File: src/include/ppc_pkg.sv
// Constants shared by the palette pixel control register bank.
package ppc_pkg;

	// Register indices on the control register select pins.
	localparam logic [1:0] IDX_READ_MASK = 2'h0;
	localparam logic [1:0] IDX_BLINK_MASK = 2'h1;
	localparam logic [1:0] IDX_COMMAND = 2'h2;
	localparam logic [1:0] IDX_TEST = 2'h3;

	// Command register field positions.
	localparam int CMD_MUX_RATIO = 7;
	localparam int CMD_RAM_ENABLE = 6;
	localparam int CMD_RATE_HI = 5;
	localparam int CMD_RATE_LO = 4;
	localparam int CMD_HI_BLINK = 3;
	localparam int CMD_LO_BLINK = 2;
	localparam int CMD_HI_DISPLAY = 1;
	localparam int CMD_LO_DISPLAY = 0;

	// Test register field positions.
	localparam int TST_LOW_NIBBLE = 3;
	localparam int TST_BLUE = 2;
	localparam int TST_GREEN = 1;
	localparam int TST_RED = 0;

	// Blink rate codes and their on and whole-period lengths in retrace intervals.
	localparam logic [1:0] RATE_16_48 = 2'h0;
	localparam logic [1:0] RATE_16_16 = 2'h1;
	localparam logic [1:0] RATE_32_32 = 2'h2;
	localparam logic [1:0] RATE_64_64 = 2'h3;
	localparam logic [6:0] BLINK_ON_16 = 7'h10;
	localparam logic [6:0] BLINK_ON_32 = 7'h20;
	localparam logic [6:0] BLINK_ON_64 = 7'h40;
	localparam logic [7:0] BLINK_PERIOD_32 = 8'h20;
	localparam logic [7:0] BLINK_PERIOD_64 = 8'h40;
	localparam logic [7:0] BLINK_PERIOD_128 = 8'h80;

	// Load strobe periods of low blanking that mark a vertical retrace.
	localparam logic [8:0] RETRACE_LOAD_CYCLES = 9'h100;

	// Pixel groups per load for each multiplex ratio.
	localparam logic [2:0] GROUPS_4 = 3'h4;
	localparam logic [2:0] GROUPS_5 = 3'h5;

	// Pipeline delay constant; the wait counter starts at this less 6, giving six pixel clocks from load pin edge to first pixel out.
	localparam int PIPE_DELAY_CLKS = 8;

	// Single-channel red-green-blue cycle codes.
	localparam logic [1:0] PHASE_RED = 2'h0;
	localparam logic [1:0] PHASE_GREEN = 2'h1;
	localparam logic [1:0] PHASE_BLUE = 2'h2;

endpackage

File: src/core/ppc_regs.sv
// Control registers and pixel processing of the colour palette converter.
`timescale 1ns/1ps
module ppc_regs #(
	parameter bit SINGLE_CHANNEL = 1'b0,
	parameter int GROUPS = 5,
	parameter int PLANES = 8
) (
	// Clock and reset.
	input wire logic clk_i,
	input wire logic reset_i,
	// Processor port pins.
	input wire logic ce_n_i,
	input wire logic rd_n_i,
	input wire logic wr_n_i,
	input wire logic [1:0] reg_sel_i,
	input wire logic [7:0] data_i,
	output logic [7:0] data_o,
	output logic data_oe_o,
	// Single-channel colour cycle from the address logic.
	input wire logic pal_access_i,
	input wire logic [1:0] rgb_phase_i,
	output logic pal_take_o,
	// Frame buffer pins.
	input wire logic pixel_load_strobe_n_i,
	input wire logic blank_n_i,
	input wire logic [GROUPS*PLANES-1:0] pixel_plane_inputs_i,
	input wire logic [GROUPS-1:0] overlay_select_hi_i,
	input wire logic [GROUPS-1:0] overlay_select_lo_i,
	// Pipeline delay reset.
	input wire logic pipe_reset_i,
	output logic realign_pending_o,
	// DAC inputs for readback.
	input wire logic [7:0] dac_red_i,
	input wire logic [7:0] dac_green_i,
	input wire logic [7:0] dac_blue_i,
	// Processed pixel out.
	output logic [PLANES-1:0] pix_index_o,
	output logic [1:0] pix_overlay_o,
	output logic pix_use_palette_o,
	output logic pix_valid_o
);

	localparam int SW = 5 + 2 + 8 + GROUPS * (PLANES + 2);
	// Width of the wait counter between the load edge and the first group out.
	localparam int PIPE_DELAY_W = 4;

	// Whole register state of the block. The hold stage keeps the groups of the
	// latest load edge while the output stage is still releasing the previous set.
	typedef struct packed {
		logic [SW-1:0] meta;
		logic [SW-1:0] sync;
		logic ld_prev;
		logic act_prev;
		logic [7:0] cmd;
		logic [7:0] rmask;
		logic [7:0] bmask;
		logic [3:0] test;
		logic last_ratio;
		logic realign;
		logic [GROUPS-1:0][PLANES-1:0] pix;
		logic [GROUPS-1:0] ohi;
		logic [GROUPS-1:0] olo;
		// Hold stage filled on each load edge.
		logic [GROUPS-1:0][PLANES-1:0] hpix;
		logic [GROUPS-1:0] hohi;
		logic [GROUPS-1:0] holo;
		logic [2:0] grp;
		logic run;
		logic [PIPE_DELAY_W-1:0] wait_cnt;
		logic [8:0] blank_cnt;
		logic [6:0] blink_cnt;
		logic blink_on;
		logic [7:0] dout;
		logic doe;
		logic take;
		logic [PLANES-1:0] idx;
		logic [1:0] ovl;
		logic use_pal;
		logic valid;
	} ppc_state_t;

	ppc_state_t q;
	ppc_state_t d;

	// Field views of the synchronised pins.
	logic s_ld_n;
	logic s_blank_n;
	logic s_ce_n;
	logic s_wr_n;
	logic s_rd_n;
	logic [1:0] s_sel;
	logic [7:0] s_din;
	logic [GROUPS*PLANES-1:0] s_pix;
	logic [GROUPS-1:0] s_ohi;
	logic [GROUPS-1:0] s_olo;

	assign {s_ld_n, s_blank_n, s_ce_n, s_wr_n, s_rd_n, s_sel, s_din, s_pix, s_ohi, s_olo} = q.sync;

	// Pick the readback DAC nibble.
	function automatic logic [3:0] dac_nibble(input logic [3:0] t, input logic [7:0] r,
			input logic [7:0] g, input logic [7:0] b);
		logic [7:0] c;
		c = t[ppc_pkg::TST_BLUE] ? b : (t[ppc_pkg::TST_GREEN] ? g : r);
		if (SINGLE_CHANNEL) begin
			c = r;
		end
		return t[ppc_pkg::TST_LOW_NIBBLE] ? c[3:0] : c[7:4];
	endfunction

	// On length and whole period of a blink rate code.
	function automatic logic [14:0] blink_len(input logic [1:0] rate);
		case (rate)
			ppc_pkg::RATE_16_48: blink_len = {ppc_pkg::BLINK_ON_16, ppc_pkg::BLINK_PERIOD_64};
			ppc_pkg::RATE_16_16: blink_len = {ppc_pkg::BLINK_ON_16, ppc_pkg::BLINK_PERIOD_32};
			ppc_pkg::RATE_32_32: blink_len = {ppc_pkg::BLINK_ON_32, ppc_pkg::BLINK_PERIOD_64};
			default: blink_len = {ppc_pkg::BLINK_ON_64, ppc_pkg::BLINK_PERIOD_128};
		endcase
	endfunction

	always_comb begin
		logic wr_act;
		logic rd_act;
		logic ld_edge;
		logic retrace;
		logic blank_off;
		logic [14:0] bl;
		logic [7:0] next_cnt;
		logic [2:0] groups;
		logic [PLANES-1:0] p;
		logic ohi;
		logic olo;
		logic load_now;
		wr_act = 1'b0;
		load_now = 1'b0;
		rd_act = 1'b0;
		ld_edge = 1'b0;
		retrace = 1'b0;
		blank_off = 1'b0;
		bl = 15'h0000;
		next_cnt = 8'h00;
		groups = ppc_pkg::GROUPS_4;
		p = '0;
		ohi = 1'b0;
		olo = 1'b0;
		d = q;

		// The strobe, blanking, processor port and pixel pins pass two flip-flops first.
		d.meta = {pixel_load_strobe_n_i, blank_n_i, ce_n_i, wr_n_i, rd_n_i, reg_sel_i, data_i,
			pixel_plane_inputs_i, overlay_select_hi_i, overlay_select_lo_i};
		d.sync = q.meta;

		// Processor writes are taken once, on the start of a write strobe.
		// The data pins are synchronised together with the strobe, so the byte that
		// is stored is the one that stood on the bus as the strobe fell.
		wr_act = !s_ce_n && !s_wr_n;
		rd_act = !s_ce_n && !s_rd_n && s_wr_n;
		d.act_prev = wr_act;
		if (wr_act && !q.act_prev) begin
			case (s_sel)
				ppc_pkg::IDX_READ_MASK: d.rmask = s_din;
				ppc_pkg::IDX_BLINK_MASK: d.bmask = s_din;
				ppc_pkg::IDX_COMMAND: d.cmd = s_din;
				ppc_pkg::IDX_TEST: d.test = s_din[3:0];
				default: d.test = q.test;
			endcase
		end

		// Reads drive the bus while chip enable and read strobe are low.
		// The test readback samples the DAC inputs every clock, so the host must
		// keep the pixel stream steady for the whole read to get one coherent nibble.
		d.doe = rd_act;
		case (s_sel)
			ppc_pkg::IDX_READ_MASK: d.dout = q.rmask;
			ppc_pkg::IDX_BLINK_MASK: d.dout = q.bmask;
			ppc_pkg::IDX_COMMAND: d.dout = q.cmd;
			ppc_pkg::IDX_TEST: d.dout = {dac_nibble(q.test, dac_red_i, dac_green_i,
				dac_blue_i), q.test};
			default: d.dout = 8'h00;
		endcase

		// Single-channel colour cycle participation.
		// With no colour enable set every data cycle is ours; with one set, only the
		// matching colour cycle of each red-green-blue access is taken or driven.
		if (!SINGLE_CHANNEL || q.test[2:0] == 3'h0) begin
			d.take = pal_access_i;
		end else begin
			case (rgb_phase_i)
				ppc_pkg::PHASE_RED: d.take = pal_access_i && q.test[ppc_pkg::TST_RED];
				ppc_pkg::PHASE_GREEN: d.take = pal_access_i && q.test[ppc_pkg::TST_GREEN];
				ppc_pkg::PHASE_BLUE: d.take = pal_access_i && q.test[ppc_pkg::TST_BLUE];
				default: d.take = 1'b0;
			endcase
		end

		// Load strobe edge and vertical retrace detection.
		// The blanking counter saturates, so one long blanking interval gives exactly
		// one retrace pulse however long it lasts.
		d.ld_prev = s_ld_n;
		ld_edge = s_ld_n && !q.ld_prev;
		if (s_blank_n) begin
			d.blank_cnt = 9'h000;
		end else if (ld_edge && q.blank_cnt != ppc_pkg::RETRACE_LOAD_CYCLES) begin
			d.blank_cnt = q.blank_cnt + 9'h001;
			retrace = (q.blank_cnt + 9'h001) == ppc_pkg::RETRACE_LOAD_CYCLES;
		end

		// Blink phase advances once per retrace interval.
		// Stepping only at retrace keeps a colour change out of the visible picture.
		// The counter runs over the whole period; the phase is on below the on length.
		bl = blink_len(q.cmd[ppc_pkg::CMD_RATE_HI:ppc_pkg::CMD_RATE_LO]);
		if (retrace) begin
			next_cnt = {1'b0, q.blink_cnt} + 8'h01;
			if (next_cnt >= bl[7:0]) begin
				next_cnt = 8'h00;
			end
			d.blink_cnt = next_cnt[6:0];
			d.blink_on = next_cnt[6:0] < bl[14:8];
		end
		blank_off = !q.blink_on;

		// A ratio change leaves the delay unfixed until the next pipeline reset.
		// The flag tells the host that a pipeline reset is still owed.
		d.last_ratio = q.cmd[ppc_pkg::CMD_MUX_RATIO];
		if (q.last_ratio != q.cmd[ppc_pkg::CMD_MUX_RATIO]) begin
			d.realign = 1'b1;
		end

		// Groups are caught in the hold stage on the load edge. After the wait they move
		// to the output stage, which releases one group per clock. The move lands as the
		// previous run ends, so a steady strobe gives pixels with no gap at either ratio.
		groups = q.cmd[ppc_pkg::CMD_MUX_RATIO] ? ppc_pkg::GROUPS_5 : ppc_pkg::GROUPS_4;
		load_now = q.wait_cnt == PIPE_DELAY_W'(1);
		if (ld_edge) begin
			for (int g = 0; g < GROUPS; g++) begin
				d.hpix[g] = s_pix[g*PLANES +: PLANES];
			end
			d.hohi = s_ohi;
			d.holo = s_olo;
			d.wait_cnt = PIPE_DELAY_W'(ppc_pkg::PIPE_DELAY_CLKS - 6);
		end else if (q.wait_cnt != '0) begin
			d.wait_cnt = q.wait_cnt - PIPE_DELAY_W'(1);
		end
		if (load_now) begin
			d.pix = q.hpix;
			d.ohi = q.hohi;
			d.olo = q.holo;
			d.grp = 3'h0;
			d.run = 1'b1;
		end else if (q.run) begin
			if (q.grp + 3'h1 >= groups) begin
				d.run = 1'b0;
			end else begin
				d.grp = q.grp + 3'h1;
			end
		end

		// Colour selection for the current group.
		p = q.pix[q.grp] & q.rmask;
		if (blank_off) begin
			p = p & ~q.bmask;
		end
		ohi = q.ohi[q.grp] && q.cmd[ppc_pkg::CMD_HI_DISPLAY];
		olo = q.olo[q.grp] && q.cmd[ppc_pkg::CMD_LO_DISPLAY];
		if (q.cmd[ppc_pkg::CMD_HI_BLINK] && blank_off) begin
			ohi = 1'b0;
		end
		if (q.cmd[ppc_pkg::CMD_LO_BLINK] && blank_off) begin
			olo = 1'b0;
		end
		d.valid = q.run;
		d.ovl = {ohi, olo};
		d.use_pal = !ohi && !olo && q.cmd[ppc_pkg::CMD_RAM_ENABLE];
		d.idx = d.use_pal ? p : '0;

		// Sequencing state resets; the host-loaded registers keep no reset value.
		if (reset_i || pipe_reset_i) begin
			d.run = 1'b0;
			d.grp = 3'h0;
			d.wait_cnt = '0;
			d.valid = 1'b0;
			d.realign = 1'b0;
		end
		if (reset_i) begin
			// The synchronisers keep running through reset and the edge detector starts
			// at the idle high level of the strobe, so no false load edge follows reset.
			d.ld_prev = 1'b1;
			d.act_prev = 1'b0;
			d.blank_cnt = 9'h000;
			d.blink_cnt = 7'h00;
			d.blink_on = 1'b1;
			d.doe = 1'b0;
			d.dout = 8'h00;
			d.take = 1'b0;
			d.idx = '0;
			d.ovl = 2'h0;
			d.use_pal = 1'b0;
			d.last_ratio = q.cmd[ppc_pkg::CMD_MUX_RATIO];
		end
	end

	always_ff @(posedge clk_i) begin
		q <= d;
	end

	assign data_o = q.dout;
	assign data_oe_o = q.doe;
	assign pal_take_o = q.take;
	assign realign_pending_o = q.realign;
	assign pix_index_o = q.idx;
	assign pix_overlay_o = q.ovl;
	assign pix_use_palette_o = q.use_pal;
	assign pix_valid_o = q.valid;

endmodule // ppc_regs

File: config.mk
export PLATFORM = sky130hd
export DESIGN_NAME = ppc_regs
export DESIGN_NICKNAME = d
export VERILOG_FILES = /design/src/include/ppc_pkg.sv /design/src/core/ppc_regs.sv
export SDC_FILE = /design/constraint.sdc
export NUM_CORES = 1
export LEC_CHECK = 0
export BUFFER_PORTS_ARGS = -buffer_cell sky130_fd_sc_hd__buf_2
export CAP_MARGIN = 0
export CORE_MARGIN = 1.5
export CORE_UTILIZATION = 40
export CTS_CLUSTER_DIAMETER = 30
export CTS_CLUSTER_SIZE = 25
export DETAILED_ROUTE_END_ITERATION = 6
export GPL_ROUTABILITY_DRIVEN = 0
export PLACE_DENSITY = 0.69
export SLEW_MARGIN = 0
export SYNTH_ARGS = -nofsm -noshare
export SYNTH_HDL_FRONTEND = slang
export SYNTH_SLANG_ARGS = --single-unit
File: constraint.sdc
create_clock -name clk_i -period 5.1 [get_ports clk_i]
set_input_delay 0.765 -clock clk_i [delete_from_list [all_inputs] [get_ports clk_i]]
set_output_delay 0.765 -clock clk_i [all_outputs]
set_load 0.03 [all_outputs]
Yosys cells after proc, flatten, opt, wreduce, memory -nomap -nowiden
Cells that the tools add are included.

operators by class
  muxes and demuxes = 24
  bitwise gates (word level) = 5
  order comparisons = 4
  add/sub/neg operators = 4
  reduce and logical (&&, ||, !) cells = 34
  equal/unequal tests = 9

operators by type and width
  operator             count
  $pmux 15 s3          1
  $mux 8               4
  $pmux 8 s4           1
  $bmux 8 s3           1
  $and 8x8->8          2
  $mux 7               2
  $logic_and 1x1->1    12
  $mux 1               10
  $reduce_and 2->1     5
  $add 9x1->9 const B  1
  $eq 9x9->1 const B   1
  $ne 9x9->1 const B   1
  $add 7x1->8 const B  1
  $ge 8x8->1           1
  $logic_not 1->1      8
  $not 8->8            1
  $reduce_or 2->1      4
  $lt 7x7->1           1
  $bmux 1 s3           2
  $eq 2x2->1 const B   3
  $eq 2x1->1 const B   2
  $eq 4x1->1 const B   1
  $logic_not 2->1      2
  $lt 3x4->1 const B   1
  other kinds (10)     12

storage, ports and cells
  logic and storage cells = 118
  register bits = 309
  output and inout port bits = 23
  input bits = 95

Logic depth before layout (Yosys ltp)
Gate-level depths: netlist (run 1).

  depth in word-level cells = 9
  gate-level depth with buffers = 14
  gate-level depth less buffers = 14

Worst setup path after synthesis (run 1)
No wires, ideal clock.

  kind = flip-flop to flip-flop
  start point = register q[23] (netlist bit)
  end point = register q[22] (netlist bit)
  required time = 4.979 ns
  setup time = 0.121 ns
  cell stages (with the launch flop) = 15
  arrival time = 2.688 ns
  setup slack = 2.291 ns
  path buffers = 0
  clock period less this slack = 2.809 ns
  cells stage by stage = dfxtp_1 -> ha_1 -> nand3_1 -> xor2_1 -> inv_1 -> ha_1 -> nor2b_1 -> o21a_1 -> a311o_1 -> nor2_1 -> ha_1 -> nor2_1 -> nor2_1 -> o211ai_1 -> mux2_2

on the way
  cells in the longest elaborated chain, start to end = 5

RTL lines
  item                      RTL line         source
  start: declaration        ppc_regs.sv:82   ppc_state_t q;
  start signal: assignment  ppc_regs.sv:302  q <= d;
  $add 7x1->8 *             ppc_regs.sv:212  next_cnt = {1'b0, q.blink_cnt} + 8'h01;
  $ge 8x8->1                ppc_regs.sv:213  if (next_cnt >= bl[7:0]) begin
  $mux 7 *                  ppc_regs.sv:213
  $mux 7 *                  ppc_regs.sv:211  if (retrace) begin
  $lt 7x7->1 *              ppc_regs.sv:217  d.blink_on = next_cnt[6:0] < bl[14:8];

Every way passes the cells marked *; elsewhere a longest branch is shown, timed or not. The select of a mux whose other input is x is not followed.
A chain may end at the register's enable or synchronous reset.

Final worst setup path (run 1)
Same ends and word-level chain as after synthesis.

==> results of run 1 <==
==> worst max path at each step <==
stage	from	slack (ns)	cells after the start	to
finish	q[23]	1.95	14	q[22]
global route	q[23]	1.65	14	q[22]
CTS	q[23]	1.95	14	q[22]
detailed placement	q[23]	1.97	14	q[22]
global placement	q[23]	2.03	14	q[22]
floorplan	q[23]	2.29	14	q[22]
==> kinds of logic (layout without fill, tap and decap cells) <==
| logic type | count (synthesis) | after routing | synth area share, % |
|---|---|---|---|
| buffers and inverters | 56 | 221 | 3.07 |
| and+or+nand+nor | 124 | 124 | 7.02 |
| DFF | 309 | 309 | 77.0 |
| AOI/OAI and AO/OA | 57 | 57 | 3.97 |
| muxes | 31 | 31 | 6.09 |
| adders and majority gates | 11 | 11 | 1.42 |
| xor gates and xnor gates | 16 | 16 | 1.44 |
==> flip-flops by register name, indices dropped and copies added (netlist names) <==
name,cells
q,220
d,66
data_o,8
pix_index_o,8
pix_overlay_o,2
data_oe_o,1
pal_take_o,1
pix_use_palette_o,1
pix_valid_o,1
realign_pending_o,1
==> synthesized netlist by cell type (5+ instances only) <==
| master | instances |
|---|---|
| a21oi_1 | 13 |
| a22oi_1 | 10 |
| and2_1 | 9 |
| buf_4 | 20 |
| clkbuf_1 | 9 |
| dfxtp_1 | 181 |
| edfxtp_1 | 128 |
| ha_1 | 11 |
| inv_1 | 18 |
| mux2i_1 | 5 |
| mux4_2 | 22 |
| nand2_1 | 15 |
| nand3_1 | 5 |
| nand4_1 | 9 |
| nor2_1 | 28 |
| nor2b_1 | 8 |
| nor3_1 | 22 |
| o21ai_0 | 15 |
| xnor2_1 | 7 |
| xor2_1 | 9 |
==> per-layer routing <==
metal	vias to the layer above	GRT usage [%]	part of all wire [%]	wire length [microns]
li1	2462	-	-	-
met4	0	4.42	2.0	313
met3	30	3.81	6.3	1000
met5	-	0	0	0
met2	153	21.1	48	7560
met1	2297	15.8	44	7010
==> power breakdown <==
group / leakage (uW) / internal (uW) / switching [uW]
clock: 0.000780 / 1910 / 1180
sequential: 0.00268 / 2650 / 29.4
combinational: 0.00120 / 48.9 / 51.0
==> critical path: cells and delay by family, from the launching register on <==
family / cells / cell delay, ns
XOR/XNOR: 1 / 0.22
AO/OA/AOI/OAI: 3 / 0.76
buffers and inverters: 1 / 0.07
flip-flops: 1 / 0.39
multiplexers: 1 / 0.28
AND/OR/NAND/NOR: 5 / 0.55
adder cells (fa/ha/maj): 3 / 0.77
==> area by class of cell <==
class / count / area (sq um) / area share, %
flip-flops and latches: 309 / 7470 / 61.8
multi-input cells: 239 / 1940 / 16.1
repair buffers: 117 / 591 / 4.89
inverters: 18 / 67.6 / 0.559
clock buffers: 55 / 1290 / 10.7
well taps: 319 / 399 / 3.30
clock inverters: 31 / 324 / 2.68
==> per-stage QoR <==
stage | cell area (sq um) | std cells
2_1_floorplan | 9700 | 604
3_3_place_gp | 10500 | 1002
3_5_place_dp | 10500 | 1002
4_1_cts | 12100 | 1088
5_1_grt | 12100 | 1088
6_report | 12100 | 1088
==> metrics, run 1 <==
post-DP HPWL 10200 microns; Yosys top cell area share 39.6%; Antenna Nets Post-Route 0; die width 159 microns; synth unique cells 52; Leakage 0.00465 uW; largest net degree at the start of global routing 57; Hold Startpoint pixel_plane_inputs_i[31]; Hold EP d[220]; number of buffers created by CTS 46; slowest stage delay, CP 0.44 ns; I/O pins 118; IO buf count 115; cts hold-fix bufs 0; EDFF count, synth 128; Ys Warns 0; post-CTS sizing 0; Area contributors post-synth edfxtp_1 40%, dfxtp_1 37%, mux4_2 5.1%; Final Worst Setup Slack 1.95 ns; first drt pass iteration count 4; Slew @ Worst Pin 1.04 ns; via count 4942; Clock Sink Count 309; deepest clock path buffer count 3; Setup TNS 0 ns; worst rel slew slack 30.3%; Antenna Cells 0; die area 0.0252 sq mm; status completed; syn_nets 710; CTS tree built; Critical Path RT 5.50 ns; worst reg-to-reg setup slack 1.95 ns; final worst-path cycle share 61.8%; MaxCap Viol Count 0; Syn Area/Cell 16.1 sq um; fraction of layout cells with a size suffix above 1 31.1%; peak supply drop 323 uV; DRT iter0 DRCs 347; Core Region 0.0236 sq mm; number of hold violations in the final report 0; Yosys reg bits 309; RSZ-0062 raised after global routing no; Starting Density 41.1%; post-synthesis cell area 0.00970 sq mm; Worst path slowest cell a311o_1; Crit Path Category flop to flop; Critical Path End Type flop; Hold Crit Depth 1; hold slack 0.317 ns; startpoint types flop; most frequent cells in the layout 181 x dfxtp_1, 128 x edfxtp_1, 115 x buf_2; total track usage 12.7%; Post-CTS Setup Inserts 0; GRT overflow 0; Worst-Skew Late Latency 0.54 ns; clock slew at reported path FFs 0.06 ns; P per Cell Area 486 mW/mm^2; final wirelength 15900 microns; reg-to-reg startpoint q[23]; Cell Rows 56; Finished Core Util 51.2%; DP Worst Slack 1.97 ns; Top FF cell, synth dfxtp_1; DR WL/cell 14.6 microns; Die Y 159 microns; worst path cell trace ha_1 -> nand3_1 -> xor2_1 -> inv_1 -> ha_1 -> nor2b_1 -> o21a_1 -> a311o_1 -> nor2_1 -> ha_1 -> nor2_1 -> nor2_1 -> o211ai_1 -> mux2_2; reg2reg end q[22]; sequential share of the synthesized area 77.0%; Final Setup Violations 0; initial antenna violation count 0; crit-path max FO 6; max-slew violation count 0; first-pass GRT wire length 25300 microns; CP Data Arrival Time 3.55 ns; routed vias/inst 4.54; vias in the first global route 4910; post-layout minimum cycle time 3.15 ns; reg2reg path depth 14; synthesized instance count 604; commonest non-fill, non-tap cell in the layout dfxtp_1; fill cell count 1936; synth-to-layout area growth 24.5%; Nets 837; clock root cell clkbuf_16; Setup Skew 0.0286 ns; post-synth top area cell edfxtp_1; H-Tree Depth 2; maximum clock frequency 0.317 GHz; post-synthesis async set-or-reset flop share 0%; Design Power 5870 uW; HP Class input pin to flop; # DRC 0
No activity file was read; power rests on OpenSTA's default activity.
==> inputs of run 2 (changes only) <==
==> constraint.sdc (replaced) <==
create_clock -name clk_i -period 3 [get_ports clk_i]
set_input_delay 0.45 -clock clk_i [delete_from_list [all_inputs] [get_ports clk_i]]
set_output_delay 0.45 -clock clk_i [all_outputs]
set_load 0.03 [all_outputs]
==> run 2 against run 1 <==
  * Utilization up 2.2 points
  * Power increased by 67%
  * Sequential cell count is the same
  * Final cell count is 5.2% higher
  * Fmax grew 13%
  * First-iteration DRC count down 29%
  * Via count up 4.9%
  * Sequential share of layout area shrank 2.5 points
  * Wire length grew 7.8%
  * Critical endpoint unchanged
  * Largest power group unchanged
==> metrics, run 2 (synthesis gave the netlist of run 1 again) <==
largest net degree at the start of global routing 56 (was 57); total track usage 13.9% (was 12.7%); die area 0.0252 sq mm (unchanged); clock slew at reported path FFs 0.05 ns (was 0.06 ns); GRT overflow 0 (unchanged); Critical Path RT 3.46 ns (was 5.50 ns); initial antenna violation count 0 (unchanged); Cell Rows 56 (unchanged); Leakage 0.00488 uW (was 0.00465 uW); Top reg by flops q (unchanged); MaxCap Viol Count 0 (unchanged); worst reg-to-reg setup slack 0.20 ns (was 1.95 ns); fraction of layout cells with a size suffix above 1 30.0% (was 31.1%); startpoint types flop (unchanged); number of buffers created by CTS 44 (was 46); first drt pass iteration count 4 (unchanged); routed vias/inst 4.53 (was 4.54); Crit Path Category flop to flop (unchanged); status completed (unchanged); max-slew violation count 0 (unchanged); IO buf count 115 (unchanged); final worst-path cycle share 93.2% (was 61.8%); Clock Sink Count 309 (unchanged); Die Y 159 microns (unchanged); H-Tree Depth 2 (unchanged); Setup TNS 0 ns (unchanged); Worst-Skew Late Latency 0.55 ns (was 0.54 ns); most frequent cells in the layout 177 x dfxtp_1, 128 x edfxtp_1, 115 x buf_2 (was 181 x dfxtp_1, 128 x edfxtp_1, 115 x buf_2); Post-CTS Setup Inserts 0 (unchanged); die width 159 microns (unchanged); DR WL/cell 15.0 microns (was 14.6 microns); slowest stage delay, CP 0.36 ns (was 0.44 ns); Slew @ Worst Pin 0.726 ns (was 1.04 ns); Largest register FFs 220 (unchanged); commonest non-fill, non-tap cell in the layout dfxtp_1 (unchanged); critical path buffer and inverter count 1 (unchanged); maximum clock frequency 0.358 GHz (was 0.317 GHz); post-DP HPWL 10300 microns (was 10200 microns); Starting Density 41.1% (unchanged); Critical Path End Type flop (unchanged); I/O pins 118 (unchanged); first-pass GRT wire length 27600 microns (was 25300 microns); clock root cell clkbuf_16 (unchanged); Nets 897 (was 837); crit-path max FO 3 (was 6); number of hold violations in the final report 0 (unchanged); P per Cell Area 781 mW/mm^2 (was 486 mW/mm^2); synth-to-layout area growth 29.9% (was 24.5%); Worst path slowest cell dfxtp_1 (was a311o_1); worst rel slew slack 51.6% (was 30.3%); CP Data Arrival Time 3.25 ns (was 3.55 ns); HP Class input pin to flop (unchanged); Setup Skew 0.0413 ns (was 0.0286 ns); RSZ-0062 raised after global routing no (unchanged); post-layout minimum cycle time 2.80 ns (was 3.15 ns); vias in the first global route 5491 (was 4910); CP top delay family simple AND/OR/NAND/NOR gates (was adder cells); Antenna Nets Post-Route 0 (unchanged); via count 5186 (was 4942); Core Region 0.0236 sq mm (unchanged); Antenna Cells 0 (unchanged); peak supply drop 569 uV (was 323 uV); CTS tree built (unchanged); Design Power 9830 uW (was 5870 uW); worst path cell trace and3_1 -> nand3_1 -> xor2_1 -> inv_1 -> ha_1 -> nor2b_1 -> o21a_1 -> a311o_1 -> nor2_1 -> ha_1 -> nor3_1 -> nor2_1 -> o211ai_1 -> mux2_2 (was ha_1 -> nand3_1 -> xor2_1 -> inv_1 -> ha_1 -> nor2b_1 -> o21a_1 -> a311o_1 -> nor2_1 -> ha_1 -> nor2_1 -> nor2_1 -> o211ai_1 -> mux2_2); # DRC 0 (unchanged); final wirelength 17100 microns (was 15900 microns); Final Setup Violations 0 (unchanged); DRT iter0 DRCs 247 (was 347); deepest clock path buffer count 3 (unchanged)
run 2: worst paths after layout:
path	to	cells past startpoint	from
setup / recovery	q[22]	14	q[28]
hold / removal	d[238]	1	reg_sel_i[1]
setup reg to reg	q[22]	14	q[28]
hold reg to reg	q[242]	0	d[242]
run 2: routing by layer:
metal	track usage, %	up-vias	part of all wire (%)
li1	-	2569	-
met1	16.8	2454	43
met2	23.9	138	51
met3	3.08	25	4.7
met4	5.71	0	1.9
met5	0	-	0
run 2: what timing repair did:
action,4_1_cts,5_1_grt
gates resized for setup,0,8
hold buffers,52,0
setup endpoints to repair,0,2
hold endpoints to repair,52,0
run 2: stage by stage:
stage	instance area, sq um	utilization (%)	hold WS (ns)	instances	setup slack [ns]
3_3_place_gp	10500	44.6	0.310	1012	0.160
6_report	12600	53.4	0.0198	1145	0.205
5_1_grt	12600	53.4	0.00108	1145	0.0139
4_1_cts	12600	53.3	0.00148	1145	0.0543
2_1_floorplan	9700	-	0.310	604	0.191
3_5_place_dp	10500	44.6	0.312	1012	0.0832
run 2: cell type report:
| cell class | instances | area (sq um) |
|---|---|---|
| Clock buffer | 54 | 1230 |
| Fill cell | 1892 | 11000 |
| Timing Repair Buffer | 179 | 1190 |
| Clock inverter | 27 | 283 |
| Inverter | 18 | 67.6 |
| Tap cell | 319 | 399 |
| Multi-Input combinational cell | 239 | 1960 |
| Sequential cell | 309 | 7470 |
run 2: power breakdown:
part           total, uW  leakage [uW]  switching [uW]  internal, uW
registers           4560       0.00268            51.4          4510
logic                226       0.00146            96.8           129
clock network       5050      0.000746            1940          3100
